$ cat src/fsce_regs.svh
// register offsets, field positions, reset values and timing counts
`ifndef FSCE_REGS_SVH
`define FSCE_REGS_SVH

// ------------------------------------------------------------
// register byte offsets
// ------------------------------------------------------------
`define FSCE_CTRL_OFS      8'h00
`define FSCE_OSC_CTRL_OFS  8'h04
`define FSCE_STAT_OFS      8'h08
`define FSCE_IRQ_STAT_OFS  8'h0c
`define FSCE_IRQ_MASK_OFS  8'h10

// ------------------------------------------------------------
// field positions
// ------------------------------------------------------------
// control: [1:0] spare, read back, [2] blocks idle wake in fail-safe when set,
// [3] power-managed entry strobe (self clearing), [4] idle select
`define FSCE_CTRL_MODE_LSB 0
`define FSCE_CTRL_FIE_BIT  2
`define FSCE_CTRL_PME_BIT  3
`define FSCE_CTRL_IDLE_BIT 4
// oscillator control: [1:0] source for power-managed mode
`define FSCE_OSC_SRC_LSB   0
// status: [0] startup status, [1] on internal rc, [2] monitor on,
// [3] primary enabled, [4] cpu running
`define FSCE_ST_OSC_STARTUP_STATUS_BIT_BIT   0
`define FSCE_ST_RC_BIT     1
`define FSCE_ST_MON_BIT    2
`define FSCE_ST_PEN_BIT    3
`define FSCE_ST_RUN_BIT    4
// irq status/mask: [0] osc failure flag, [1] switchover event
`define FSCE_IRQ_FAIL_BIT  0
`define FSCE_IRQ_SW_BIT    1

// ------------------------------------------------------------
// reset values
// ------------------------------------------------------------
`define FSCE_CTRL_RST      8'h00
`define FSCE_OSC_CTRL_RST  2'h0
`define FSCE_MASK_RST      2'h0

// ------------------------------------------------------------
// timing
// ------------------------------------------------------------
`define FSCE_CLK_MHZ       200
`define FSCE_OST_US        10
`define FSCE_PLL_US        2000
`define FSCE_OST_CYC       (`FSCE_OST_US * `FSCE_CLK_MHZ)
`define FSCE_PLL_CYC       (`FSCE_PLL_US * `FSCE_CLK_MHZ)
// missing-edge window of the monitor, in system clocks
`define FSCE_MON_CYC       64

`endif

$ cat src/fsce_pkg.sv
// types shared by the fail-safe clock exit control
package fsce_pkg;

  // primary oscillator modes selected by the configuration word
  typedef enum logic [1:0] {
    FSCE_EXT_CLK  = 2'h0,
    FSCE_INT_RC   = 2'h1,
    FSCE_XTAL     = 2'h2,
    FSCE_XTAL_PLL = 2'h3
  } fsce_mode_type;

  typedef enum logic [1:0] {
    FSCE_ST_START,
    FSCE_ST_PRIMARY,
    FSCE_ST_FAILSAFE,
    FSCE_ST_PM
  } fsce_state_type;

endpackage

$ cat src/fsce_ctrl.sv
// fail-safe clock monitor exit and start-up control with wishbone regs
//
// Register access over Wishbone and the address map were left to the implementer.
`timescale 1ns/1ps
`include "fsce_regs.svh"

module fsce_ctrl #(
  parameter int unsigned OST_CYC = `FSCE_OST_CYC,
  parameter int unsigned PLL_CYC = `FSCE_PLL_CYC,
  parameter int unsigned MON_CYC = `FSCE_MON_CYC
) (
  // clock and reset
  input  wire logic                  clk_i,
  input  wire logic                  arst_n_i,
  // wishbone slave
  input  wire logic                  wb_cyc_i,
  input  wire logic                  wb_stb_i,
  input  wire logic                  wb_we_i,
  input  wire logic [7:0]            wb_adr_i,
  input  wire logic [3:0]            wb_sel_i,
  input  wire logic [31:0]           wb_dat_i,
  output logic      [31:0]           wb_dat_o,
  output logic                       wb_ack_o,
  // oscillator side
  input  wire logic                  prim_clk_i,
  input  wire logic                  wake_evt_i,
  input  wire logic [1:0]            cfg_mode_i,
  output logic                       prim_en_o,
  output logic                       sel_rc_o,
  output fsce_pkg::fsce_mode_type    clk_src_o,
  output logic                       mon_en_o,
  output logic                       cpu_run_o,
  output logic                       irq_o
);
  import fsce_pkg::*;

  localparam int unsigned TMR_MAX = OST_CYC + PLL_CYC;

  initial begin
    if (OST_CYC < 1 || PLL_CYC < 1 || MON_CYC < 2 || MON_CYC > 255 ||
        TMR_MAX >= 2**24)
      $error("fsce_ctrl: timing parameters out of range");
  end

  // ------------------------------------------------------------
  // input synchronisers
  // ------------------------------------------------------------
  logic [2:0] pclk_sync_reg;
  logic [1:0] wake_sync_reg;
  always_ff @(posedge clk_i or negedge arst_n_i) begin
    if (!arst_n_i) begin
      pclk_sync_reg <= 3'h0;
      wake_sync_reg <= 2'h0;
    end else begin
      pclk_sync_reg <= {pclk_sync_reg[1:0], prim_clk_i};
      wake_sync_reg <= {wake_sync_reg[0], wake_evt_i};
    end
  end
  // edge seen only between second and third stage
  logic pclk_edge;
  logic wake;
  assign pclk_edge = pclk_sync_reg[2] ^ pclk_sync_reg[1];
  assign wake      = wake_sync_reg[1];
  // configuration word is static while reset is held; these stages
  // carry no reset so they have loaded it by the time reset ends
  logic [3:0] cfg_sync_reg;
  always_ff @(posedge clk_i) begin
    cfg_sync_reg <= {cfg_sync_reg[1:0], cfg_mode_i};
  end

  // ------------------------------------------------------------
  // registers and bus
  // ------------------------------------------------------------
  logic [7:0]  ctrl_reg, ctrl_next;
  logic [1:0]  osc_reg, osc_next;
  logic [1:0]  irq_st_reg, irq_st_next;
  logic [1:0]  mask_reg, mask_next;
  logic [31:0] rdat_reg, rdat_next;
  logic        ack_reg, ack_next;
  logic        irq_reg, irq_next;

  fsce_state_type st_reg, st_next;
  logic [23:0]    tmr_reg, tmr_next;
  logic [7:0]     mon_reg, mon_next;
  logic           osc_startup_status_bit_reg, osc_startup_status_bit_next;
  logic           pen_reg, pen_next;
  logic           rc_reg, rc_next;
  logic           mon_on_reg, mon_on_next;
  logic           run_reg, run_next;
  fsce_mode_type  src_reg, src_next;

  logic          bus_req, wr, rd;
  logic          pm_entry, fail_det, sw_evt;
  fsce_mode_type cfg_mode;
  logic [4:0]    status;

  assign bus_req  = wb_cyc_i && wb_stb_i && !ack_reg;
  // a write lands on the edge at which the master sees ack high
  assign wr       = wb_cyc_i && wb_stb_i && ack_reg && wb_we_i &&
                    wb_sel_i[0];
  assign rd       = bus_req && !wb_we_i;
  assign cfg_mode = fsce_mode_type'(cfg_sync_reg[3:2]);
  assign pm_entry = ctrl_reg[`FSCE_CTRL_PME_BIT];
  assign status   = {run_reg, pen_reg, mon_on_reg, rc_reg, osc_startup_status_bit_reg};

  always_comb begin
    ctrl_next   = ctrl_reg;
    osc_next    = osc_reg;
    mask_next   = mask_reg;
    irq_st_next = irq_st_reg;
    rdat_next   = rdat_reg;
    ack_next    = bus_req;
    ctrl_next[`FSCE_CTRL_PME_BIT] = 1'b0;
    if (wr) begin
      case (wb_adr_i)
        `FSCE_CTRL_OFS:     ctrl_next = wb_dat_i[7:0];
        `FSCE_OSC_CTRL_OFS: osc_next  = wb_dat_i[1:0];
        `FSCE_IRQ_MASK_OFS: mask_next = wb_dat_i[1:0];
        default:            ;
      endcase
    end
    if (rd) begin
      case (wb_adr_i)
        `FSCE_CTRL_OFS:     rdat_next = {24'h0, ctrl_reg};
        `FSCE_OSC_CTRL_OFS: rdat_next = {30'h0, osc_reg};
        `FSCE_STAT_OFS:     rdat_next = {27'h0, status};
        `FSCE_IRQ_STAT_OFS: rdat_next = {30'h0, irq_st_reg};
        `FSCE_IRQ_MASK_OFS: rdat_next = {30'h0, mask_reg};
        default:            rdat_next = 32'h0;
      endcase
      if (wb_adr_i == `FSCE_IRQ_STAT_OFS)
        irq_st_next = 2'h0;
    end
    // a new event wins over the read clear
    if (fail_det)
      irq_st_next[`FSCE_IRQ_FAIL_BIT] = 1'b1;
    if (sw_evt)
      irq_st_next[`FSCE_IRQ_SW_BIT] = 1'b1;
    // rule 6: osc control holds reset value until startup status is set or power-managed entry
    if (st_reg == FSCE_ST_START && !osc_startup_status_bit_reg && !pm_entry)
      osc_next = `FSCE_OSC_CTRL_RST;
    irq_next = |(irq_st_next & mask_reg);
  end

  always_ff @(posedge clk_i or negedge arst_n_i) begin
    if (!arst_n_i) begin
      ctrl_reg   <= `FSCE_CTRL_RST;
      osc_reg    <= `FSCE_OSC_CTRL_RST;
      mask_reg   <= `FSCE_MASK_RST;
      irq_st_reg <= 2'h0;
      rdat_reg   <= 32'h0;
      ack_reg    <= 1'b0;
      irq_reg    <= 1'b0;
    end else begin
      ctrl_reg   <= ctrl_next;
      osc_reg    <= osc_next;
      mask_reg   <= mask_next;
      irq_st_reg <= irq_st_next;
      rdat_reg   <= rdat_next;
      ack_reg    <= ack_next;
      irq_reg    <= irq_next;
    end
  end

  // ------------------------------------------------------------
  // clock control state machine
  // ------------------------------------------------------------
  // a slow or stopped primary looks identical to one that never
  // started, so detection is blocked entirely while timers run
  always_comb begin
    st_next     = st_reg;
    tmr_next    = tmr_reg;
    osc_startup_status_bit_next   = osc_startup_status_bit_reg;
    pen_next    = pen_reg;
    rc_next     = rc_reg;
    mon_on_next = mon_on_reg;
    run_next    = run_reg;
    src_next    = src_reg;
    fail_det    = 1'b0;
    sw_evt      = 1'b0;
    // missing-edge counter restarts on each primary edge
    if (pclk_edge || !mon_on_reg)
      mon_next = 8'h0;
    else if (mon_reg != 8'(MON_CYC))
      mon_next = mon_reg + 8'h1;
    else
      mon_next = mon_reg;
    case (st_reg)
      FSCE_ST_START: begin
        rc_next  = 1'b1;
        pen_next = 1'b1;
        if (pm_entry) begin
          // new mode replaces a primary still starting
          pen_next = 1'b0;
          st_next  = FSCE_ST_PM;
        end else if (cfg_mode == FSCE_EXT_CLK ||
                     cfg_mode == FSCE_INT_RC) begin
          st_next     = FSCE_ST_PRIMARY;
          rc_next     = (cfg_mode == FSCE_INT_RC);
          osc_startup_status_bit_next   = 1'b1;
          mon_on_next = 1'b1;
          sw_evt      = 1'b1;
        end else if (tmr_reg == 24'((cfg_mode == FSCE_XTAL_PLL) ?
                                    TMR_MAX : OST_CYC)) begin
          st_next     = FSCE_ST_PRIMARY;
          rc_next     = 1'b0;
          osc_startup_status_bit_next   = 1'b1;
          mon_on_next = 1'b1;
          sw_evt      = 1'b1;
        end else if (pclk_edge) begin
          tmr_next    = tmr_reg + 24'h1;
        end
        // no edges: stay here, never flag a failure
      end
      FSCE_ST_PRIMARY, FSCE_ST_PM: begin
        if (mon_on_reg && mon_reg == 8'(MON_CYC) && !rc_reg) begin
          fail_det    = 1'b1;
          rc_next     = 1'b1;
          osc_startup_status_bit_next   = 1'b0;
          mon_on_next = 1'b0;
          st_next     = FSCE_ST_FAILSAFE;
        end else if (pm_entry) begin
          st_next = FSCE_ST_PM;
        end
      end
      FSCE_ST_FAILSAFE: begin
        // stays on rc, no return to failed source before power-managed entry
        if (!ctrl_reg[`FSCE_CTRL_FIE_BIT] &&
            ctrl_reg[`FSCE_CTRL_IDLE_BIT] && !run_reg && wake)
          run_next = 1'b1;
        if (pm_entry)
          st_next = FSCE_ST_PM;
      end
      default: st_next = FSCE_ST_START;
    endcase
    if (pm_entry && st_reg != FSCE_ST_START) begin
      src_next    = fsce_mode_type'(osc_reg);
      pen_next    = (osc_reg != FSCE_INT_RC);
      rc_next     = (osc_reg == FSCE_INT_RC);
      mon_on_next = 1'b1;
      osc_startup_status_bit_next   = (osc_reg != FSCE_INT_RC);
      run_next    = !ctrl_reg[`FSCE_CTRL_IDLE_BIT];
    end else if (st_reg == FSCE_ST_START && pm_entry) begin
      src_next    = fsce_mode_type'(osc_reg);
      rc_next     = 1'b1;
      mon_on_next = 1'b1;
    end else if (st_reg == FSCE_ST_START) begin
      src_next = cfg_mode;
    end
  end

  always_ff @(posedge clk_i or negedge arst_n_i) begin
    if (!arst_n_i) begin
      st_reg     <= FSCE_ST_START;
      tmr_reg    <= 24'h0;
      mon_reg    <= 8'h0;
      osc_startup_status_bit_reg   <= 1'b0;
      pen_reg    <= 1'b0;
      rc_reg     <= 1'b1;
      mon_on_reg <= 1'b0;
      run_reg    <= 1'b1;
      src_reg    <= FSCE_EXT_CLK;
    end else begin
      st_reg     <= st_next;
      tmr_reg    <= tmr_next;
      mon_reg    <= mon_next;
      osc_startup_status_bit_reg   <= osc_startup_status_bit_next;
      pen_reg    <= pen_next;
      rc_reg     <= rc_next;
      mon_on_reg <= mon_on_next;
      run_reg    <= run_next;
      src_reg    <= src_next;
    end
  end

  assign wb_dat_o  = rdat_reg;
  assign wb_ack_o  = ack_reg;
  assign prim_en_o = pen_reg;
  assign sel_rc_o  = rc_reg;
  assign clk_src_o = src_reg;
  assign mon_en_o  = mon_on_reg;
  assign cpu_run_o = run_reg;
  assign irq_o     = irq_reg;

  // ------------------------------------------------------------
  // assertions
  // ------------------------------------------------------------
  rc_until_ready_a: assert property (@(posedge clk_i) disable iff (!arst_n_i)
    st_reg == FSCE_ST_START |-> rc_reg)
    else $error("not on rc during startup");
  osc_startup_status_bit_switch_a: assert property (@(posedge clk_i) disable iff (!arst_n_i)
    $rose(osc_startup_status_bit_reg) && st_reg == FSCE_ST_PRIMARY |-> mon_on_reg)
    else $error("monitor off after switchover");
  no_flag_start_a: assert property (@(posedge clk_i) disable iff (!arst_n_i)
    st_reg == FSCE_ST_START |-> !fail_det)
    else $error("failure flagged during startup");
  fail_sets_rc_a: assert property (@(posedge clk_i) disable iff (!arst_n_i)
    fail_det |=> rc_reg && irq_st_reg[`FSCE_IRQ_FAIL_BIT])
    else $error("failure not handled");
  fs_stays_a: assert property (@(posedge clk_i) disable iff (!arst_n_i)
    st_reg == FSCE_ST_FAILSAFE && !pm_entry |=>
      st_reg == FSCE_ST_FAILSAFE && rc_reg)
    else $error("left fail-safe without cause");
  pm_src_a: assert property (@(posedge clk_i) disable iff (!arst_n_i)
    pm_entry |=> src_reg == fsce_mode_type'($past(osc_reg))
      && mon_on_reg)
    else $error("power-managed source wrong");
  pm_start_off_a: assert property (@(posedge clk_i) disable iff (!arst_n_i)
    pm_entry && st_reg == FSCE_ST_START |=> !pen_reg)
    else $error("primary still enabled");
  ext_fast_a: assert property (@(posedge clk_i) disable iff (!arst_n_i)
    st_reg == FSCE_ST_START && !pm_entry && cfg_mode == FSCE_EXT_CLK
      |=> osc_startup_status_bit_reg ##0 mon_on_reg)
    else $error("ext clock not monitored at once");
  osc_hold_a: assert property (@(posedge clk_i) disable iff (!arst_n_i)
    st_reg == FSCE_ST_START && !osc_startup_status_bit_reg ##1 st_reg == FSCE_ST_START
      |-> osc_reg == `FSCE_OSC_CTRL_RST)
    else $error("osc control moved before ready");

endmodule

$ cat config.mk
export PLATFORM = sky130hd
export DESIGN_NAME = fsce_ctrl
export DESIGN_NICKNAME = d
export VERILOG_FILES = /design/src/fsce_pkg.sv /design/src/fsce_ctrl.sv
export VERILOG_INCLUDE_DIRS = /design/src
export SDC_FILE = /design/constraint.sdc
export NUM_CORES = 1
export LEC_CHECK = 0
export BUFFER_PORTS_ARGS = -buffer_cell sky130_fd_sc_hd__buf_2
export CAP_MARGIN = 0
export CELL_PAD_IN_SITES_DETAIL_PLACEMENT = 1
export CELL_PAD_IN_SITES_GLOBAL_PLACEMENT = 1
export CORE_UTILIZATION = 36
export DETAILED_ROUTE_END_ITERATION = 12
export GPL_ROUTABILITY_DRIVEN = 0
export PLACE_DENSITY_LB_ADDON = 0.1
export SLEW_MARGIN = 15
export SYNTH_ARGS = -nofsm -noshare
export SYNTH_HDL_FRONTEND = slang
export SYNTH_SLANG_ARGS = --single-unit
$ cat constraint.sdc
create_clock -name clk_i -period 2.3 [get_ports clk_i]
set_input_delay 0 -clock clk_i [delete_from_list [all_inputs] [get_ports clk_i]]
set_output_delay 0 -clock clk_i [all_outputs]
set_load 0.02 [all_outputs]
# Word-level counts from Yosys, hierarchy flattened
# Cells that the tools add are included.
# W data, S select, Z words.
dict set report totals {
  out_inout_bits 40
  word_cells 146
  regBits 98
  inputBits 53
}
dict set report classes {
  muxes 49
  addsub 2
  reduce_logical 49
  n_eq_ne 21
  bitwise_logic 5
}
# op count
set op_table {}
lappend op_table {{$pmux W8 S5} 1}
lappend op_table {{$mux W1} 27}
lappend op_table {{$mux W2} 13}
lappend op_table {{$add A24 B1 Y24 const B} 1}
lappend op_table {{$eq A24 B19 Y1} 1}
lappend op_table {{$mux W19} 1}
lappend op_table {{$eq A8 B4 Y1 const B} 2}
lappend op_table {{$mux W8} 2}
lappend op_table {{$logic_and A1 B1 Y1} 15}
lappend op_table {{$reduce_bool A2 Y1} 7}
lappend op_table {{$ne A4 B4 Y1 const B} 3}
lappend op_table {{$reduce_and A2 Y1} 5}
lappend op_table {{$logic_not A1 Y1} 9}
lappend op_table {{$add A8 B1 Y8 const B} 1}
lappend op_table {{$eq A8 B3 Y1 const B} 1}
lappend op_table {{$eq A8 B5 Y1 const B} 1}
lappend op_table {{$eq A8 B7 Y1 const B} 1}
lappend op_table {{$logic_not A8 Y1} 1}
lappend op_table {{$mux W4} 2}
lappend op_table {{$ne A8 B7 Y1 const B} 1}
lappend op_table {{$reduce_and A4 Y1} 2}
lappend op_table {{$eq A2 B1 Y1 const B} 3}
lappend op_table {{$eq A2 B2 Y1 const B} 3}
lappend op_table {{$ne A3 B3 Y1 const B} 2}
lappend op_table {{other kinds (14)} 21}

# Depth between registers and ports, before layout
dict set report logic_depth {
  word_depth 10
  mapped_depth 7
  ltp_nobuf 7
}

# Worst setup path after synthesis
# OpenSTA, ideal clock, no wires.
dict set report synth_path {
  path_type {reg-to-reg}
  from {register ctrl_reg[3]}
  to {register tmr_reg[12]}
  slack_ns 0.135
  path_stages_with_launch 8
  required_time_ns 2.221
  period_less_slack_ns 2.165
  arrival_ns 2.086
  n_path_buf 2
  setup_ns 0.079
  path_cell_list {dfrtp_1 clkbuf_1 or4b_1 nor4_2 and2_1 clkbuf_1 and4_1 xor2_1}
}
dict set report synth_between {
  elab_chain_len 2
}
# element line
set synth_lines {}
lappend synth_lines {{start: declaration} fsce_ctrl.sv:74} ;# logic [7:0] ctrl_reg, ctrl_next;
lappend synth_lines {{start signal: assignment} fsce_ctrl.sv:147} ;# ctrl_reg <= `FSCE_CTRL_RST;
lappend synth_lines {{start signal: assignment} fsce_ctrl.sv:155} ;# ctrl_reg <= ctrl_next;
lappend synth_lines {{$not A1 Y1 (no source line)} -}
lappend synth_lines {{$reduce_and A5 Y1 (no source line)} -}
lappend synth_lines {{end signal: assignment} fsce_ctrl.sv:265} ;# tmr_reg <= tmr_next;
lappend synth_lines {{end: declaration} fsce_ctrl.sv:83} ;# logic [23:0] tmr_reg, tmr_next;
# Every way passes these cells.
# A chain may end at the register's enable or synchronous reset.

# Worst setup path in the final report
dict set report layout_path {
  from {register tmr_reg[13]}
  to {register rc_reg (netlist: sel_rc_o)}
}
dict set report layout_between {
  elab_chain_len 7
}
# element line
set layout_lines {}
lappend layout_lines {{$eq A24 B19 Y1} fsce_ctrl.sv:203} ;# end else if (tmr_reg == 24'((cfg_mode == FSCE_XTAL_PLL) ?
lappend layout_lines {{$mux W1} fsce_ctrl.sv:203}
lappend layout_lines {{$mux W1} fsce_ctrl.sv:196} ;# end else if (cfg_mode == FSCE_EXT_CLK ||
lappend layout_lines {{$mux W1} fsce_ctrl.sv:192} ;# if (pm_entry) begin
lappend layout_lines {{$pmux W1 S2} fsce_ctrl.sv:188} ;# case (st_reg)
lappend layout_lines {{$mux W1} fsce_ctrl.sv:243} ;# end else if (st_reg == FSCE_ST_START && pm_entry) begin
lappend layout_lines {{$mux W1} fsce_ctrl.sv:236} ;# if (pm_entry && st_reg != FSCE_ST_START) begin
lappend layout_lines {{end signal: assignment} fsce_ctrl.sv:269} ;# rc_reg <= rc_next;
lappend layout_lines {{end: declaration} fsce_ctrl.sv:87} ;# logic rc_reg, rc_next;
# Every way passes these cells.

==> run_results.csv <==
group,metric,value,unit
status,outcome,"finished clean",
yosys,ys_seq_elements,74,
clocking,clock_latency,0.36,ns
cells_and_area,layout-drive-gt1-share,21.8,%
sta,tightest_slew,0.718,ns
sta,hold_viol,0,
power,ir_drop,0.340,mV
clocking,cts-root-buf,"clkbuf_8",
setup_path,arrival,2.42,ns
setup_path,start_kind,"register",
min_path,hp-start,"wb_adr_i[4]",
setup_path,worstPathMaxFanout,8,
power,p_total,2.43,mW
cells_and_area,final_common_cell,"dfrtp_1",
power,power.density,581,nW/µm²
routing,drtIter0Drc,46,
yosys,synth_top_flop_cell,"dfrtp_1",
cells_and_area,largest_reg_flops,24,
grt,grt_usage,17.2,%
cells_and_area,finalNetCount,456,
placement,place_hpwl,5.62,mm
grt,grt_max_degree,45,
die,floorplan.initialDensity,37.4,%
power,p_leak,2.00,nW
sta,max_slew_margin,51.9,%
clocking,cts_buffer_depth,2,
die,core_area,9330,µm²
grt,antenna_found_initial,0,
sta,rsz0062_at_grt,"true",
routing,first_pass_iters,4,
yosys,synth_area,3490,µm²
setup_path,required,2.58,ns
yosys,ys_async_sr_fraction,94.6,%
sta,post-route-min-period,2.14,ns
yosys,ys_warn_count,0,
die,die_w,100,µm
sta,drv_slew,0,
cells_and_area,syn_to_final_growth,19.6,%
die,dieArea,10100,µm²
routing,wirelength,7.87,mm
routing,drcViolationCount,0,
yosys,ys_seq_area_share,52.5,%
setup_path,critPathKind,"register to register",
grt,grt_pass1_wl,13.2,mm
job,cap_violations,0,
die,io_pins,93,
cells_and_area,fillCellCount,1087,
placement,port_buffers,41,
clocking,cts_sinks,74,
die,rows,35,
sta,finalSetupViolations,0,
yosys,synth_cell_types,52,
clocking,clkTransAtPathRegs,0.08,ns
min_path,hp-class,"input port to register",
setup_path,crit_start,"tmr_reg[13]",
sta,hold_ws,0.0174,ns
routing,wl_per_cell,14.8,µm
clocking,cts_tree,"yes",
yosys,syn_inst,327,
clocking,cts_max_level,3,
grt,grt_pass1_vias,2650,
yosys,synth_edf_count,0,
die,die_h,100,µm
routing,viasPerCell,4.76,
grt,grt_remaining_overflow,0,
routing,vias,2539,
setup_path,r2r_start,"tmr_reg[13]",
cells_and_area,mostFrequentLayoutCells,"68 x dfrtp_1, 41 x buf_2, 28 x nand2_1, 24 x nor2_1, 24 x conb_1",
sta,skew,0.0113,ns
yosys,synth.avg_cell_area,10.7,µm²
routing,ant_nets,0,
cells_and_area,antenna_cells,0,
clocking,postCtsSetupBuffers,0,
sta,fin_crit_sh,93.1,%
setup_path,critPathCaptureType,"register",
sta,fmax,467,MHz
clocking,cts_buffers,9,
-- critical path, cell delays in order (launching register included) --
cell and delay [ns]:
dfrtp_1 0.40, or4b_2 0.66, a211oi_1 0.25, o211ai_1 0.31
o221ai_1 0.31, o21ai_0 0.13
-- per-stage QoR --
stage           TNS, ns  setup slack, ns  cell area, µm²  std cells  util (%)
3_5_place_dp          0            0.102            3850        502      41.3
6_report              0            0.158            4180        533      44.8
5_1_grt        -0.00344         -0.00344            4180        533      44.8
4_1_cts               0           0.0846            4180        533      44.8
2_1_floorplan         0            0.135            3580        350         -
3_3_place_gp          0            0.133            3850        502      41.3
-- metal layers --
| layer | global-route usage, % | up-vias | share of wire (%) |
|---|---|---|---|
| met5 | 0 | - | 0 |
| met4 | 7.02 | 0 | 1.7 |
| met3 | 4.85 | 11 | 3.2 |
| met2 | 27.8 | 41 | 48 |
| met1 | 21.8 | 1252 | 47 |
| li1 | - | 1235 | - |
-- final timing paths --
path                                         to  slack, ns  cells after the start
worst max-delay path                   sel_rc_o       0.16                      5
worst min-delay path                wb_dat_o[0]       0.02                      3
worst max register to register         sel_rc_o       0.16                      5
worst min register to register  cfg_sync_reg[2]       0.35                      0
max in group asynchronous             cpu_run_o       1.38                      3
min in group asynchronous           wb_dat_o[2]       0.20                      2
-- repair_timing --
action / 4_1_cts / 5_1_grt
resized for setup: 0 / 1
setup endpoints to repair: 0 / 7
hold buffers: 15 / 0
hold endpoints to repair: 43 / 0
-- cell usage after synthesis, types with 3 or more instances --
master | count | share of area [%]
mux2_2 | 8 | 2.6
dfrtp_1 | 68 | 49
nand3b_1 | 3 | 0.64
inv_1 | 10 | 1.1
xnor2_1 | 18 | 4.5
nor3_1 | 7 | 1.0
dfxtp_1 | 4 | 2.3
a22o_1 | 3 | 0.75
and4_1 | 3 | 0.75
buf_4 | 24 | 5.2
a21oi_1 | 6 | 0.86
nand3_1 | 19 | 2.7
and3_1 | 9 | 1.6
mux2i_1 | 11 | 3.2
o31ai_1 | 3 | 0.64
nand2_1 | 28 | 3.0
clkbuf_1 | 8 | 0.86
ha_1 | 4 | 1.4
xor2_1 | 12 | 3.0
nor4_1 | 4 | 0.72
o21ai_0 | 9 | 1.3
or3_1 | 4 | 0.72
nor2_1 | 24 | 2.6
-- cell type report --
type / count / area [µm²] / share of cell area [%]
well taps: 129 / 161 / 3.86
clock inverters: 4 / 27.5 / 0.659
repair buffers: 70 / 473 / 11.3
multi-input cells: 234 / 1500 / 35.9
flip-flops and latches: 74 / 1830 / 43.9
inverters: 10 / 37.5 / 0.899
clock buffers: 12 / 145 / 3.48
-- power by group --
part	internal [mW]	switching, mW
Clock	0.420	0.502
Combinational	0.0622	0.108
Sequential	1.32	0.0155
Total	1.80	0.626
-- cells by family after synthesis --
logic type,Yosys count,share of synthesized area [%]
buffers and inverters,42,7.09
AOI/OAI and AO/OA,35,6.70
DFF,74,52.5
adders and majority gates,4,1.43
and+or+nand+nor,122,18.9
xor gates and xnor gates,30,7.52
other,1,0.107
muxes,19,5.73
Note: power is estimated with default switching activity, not from simulation.
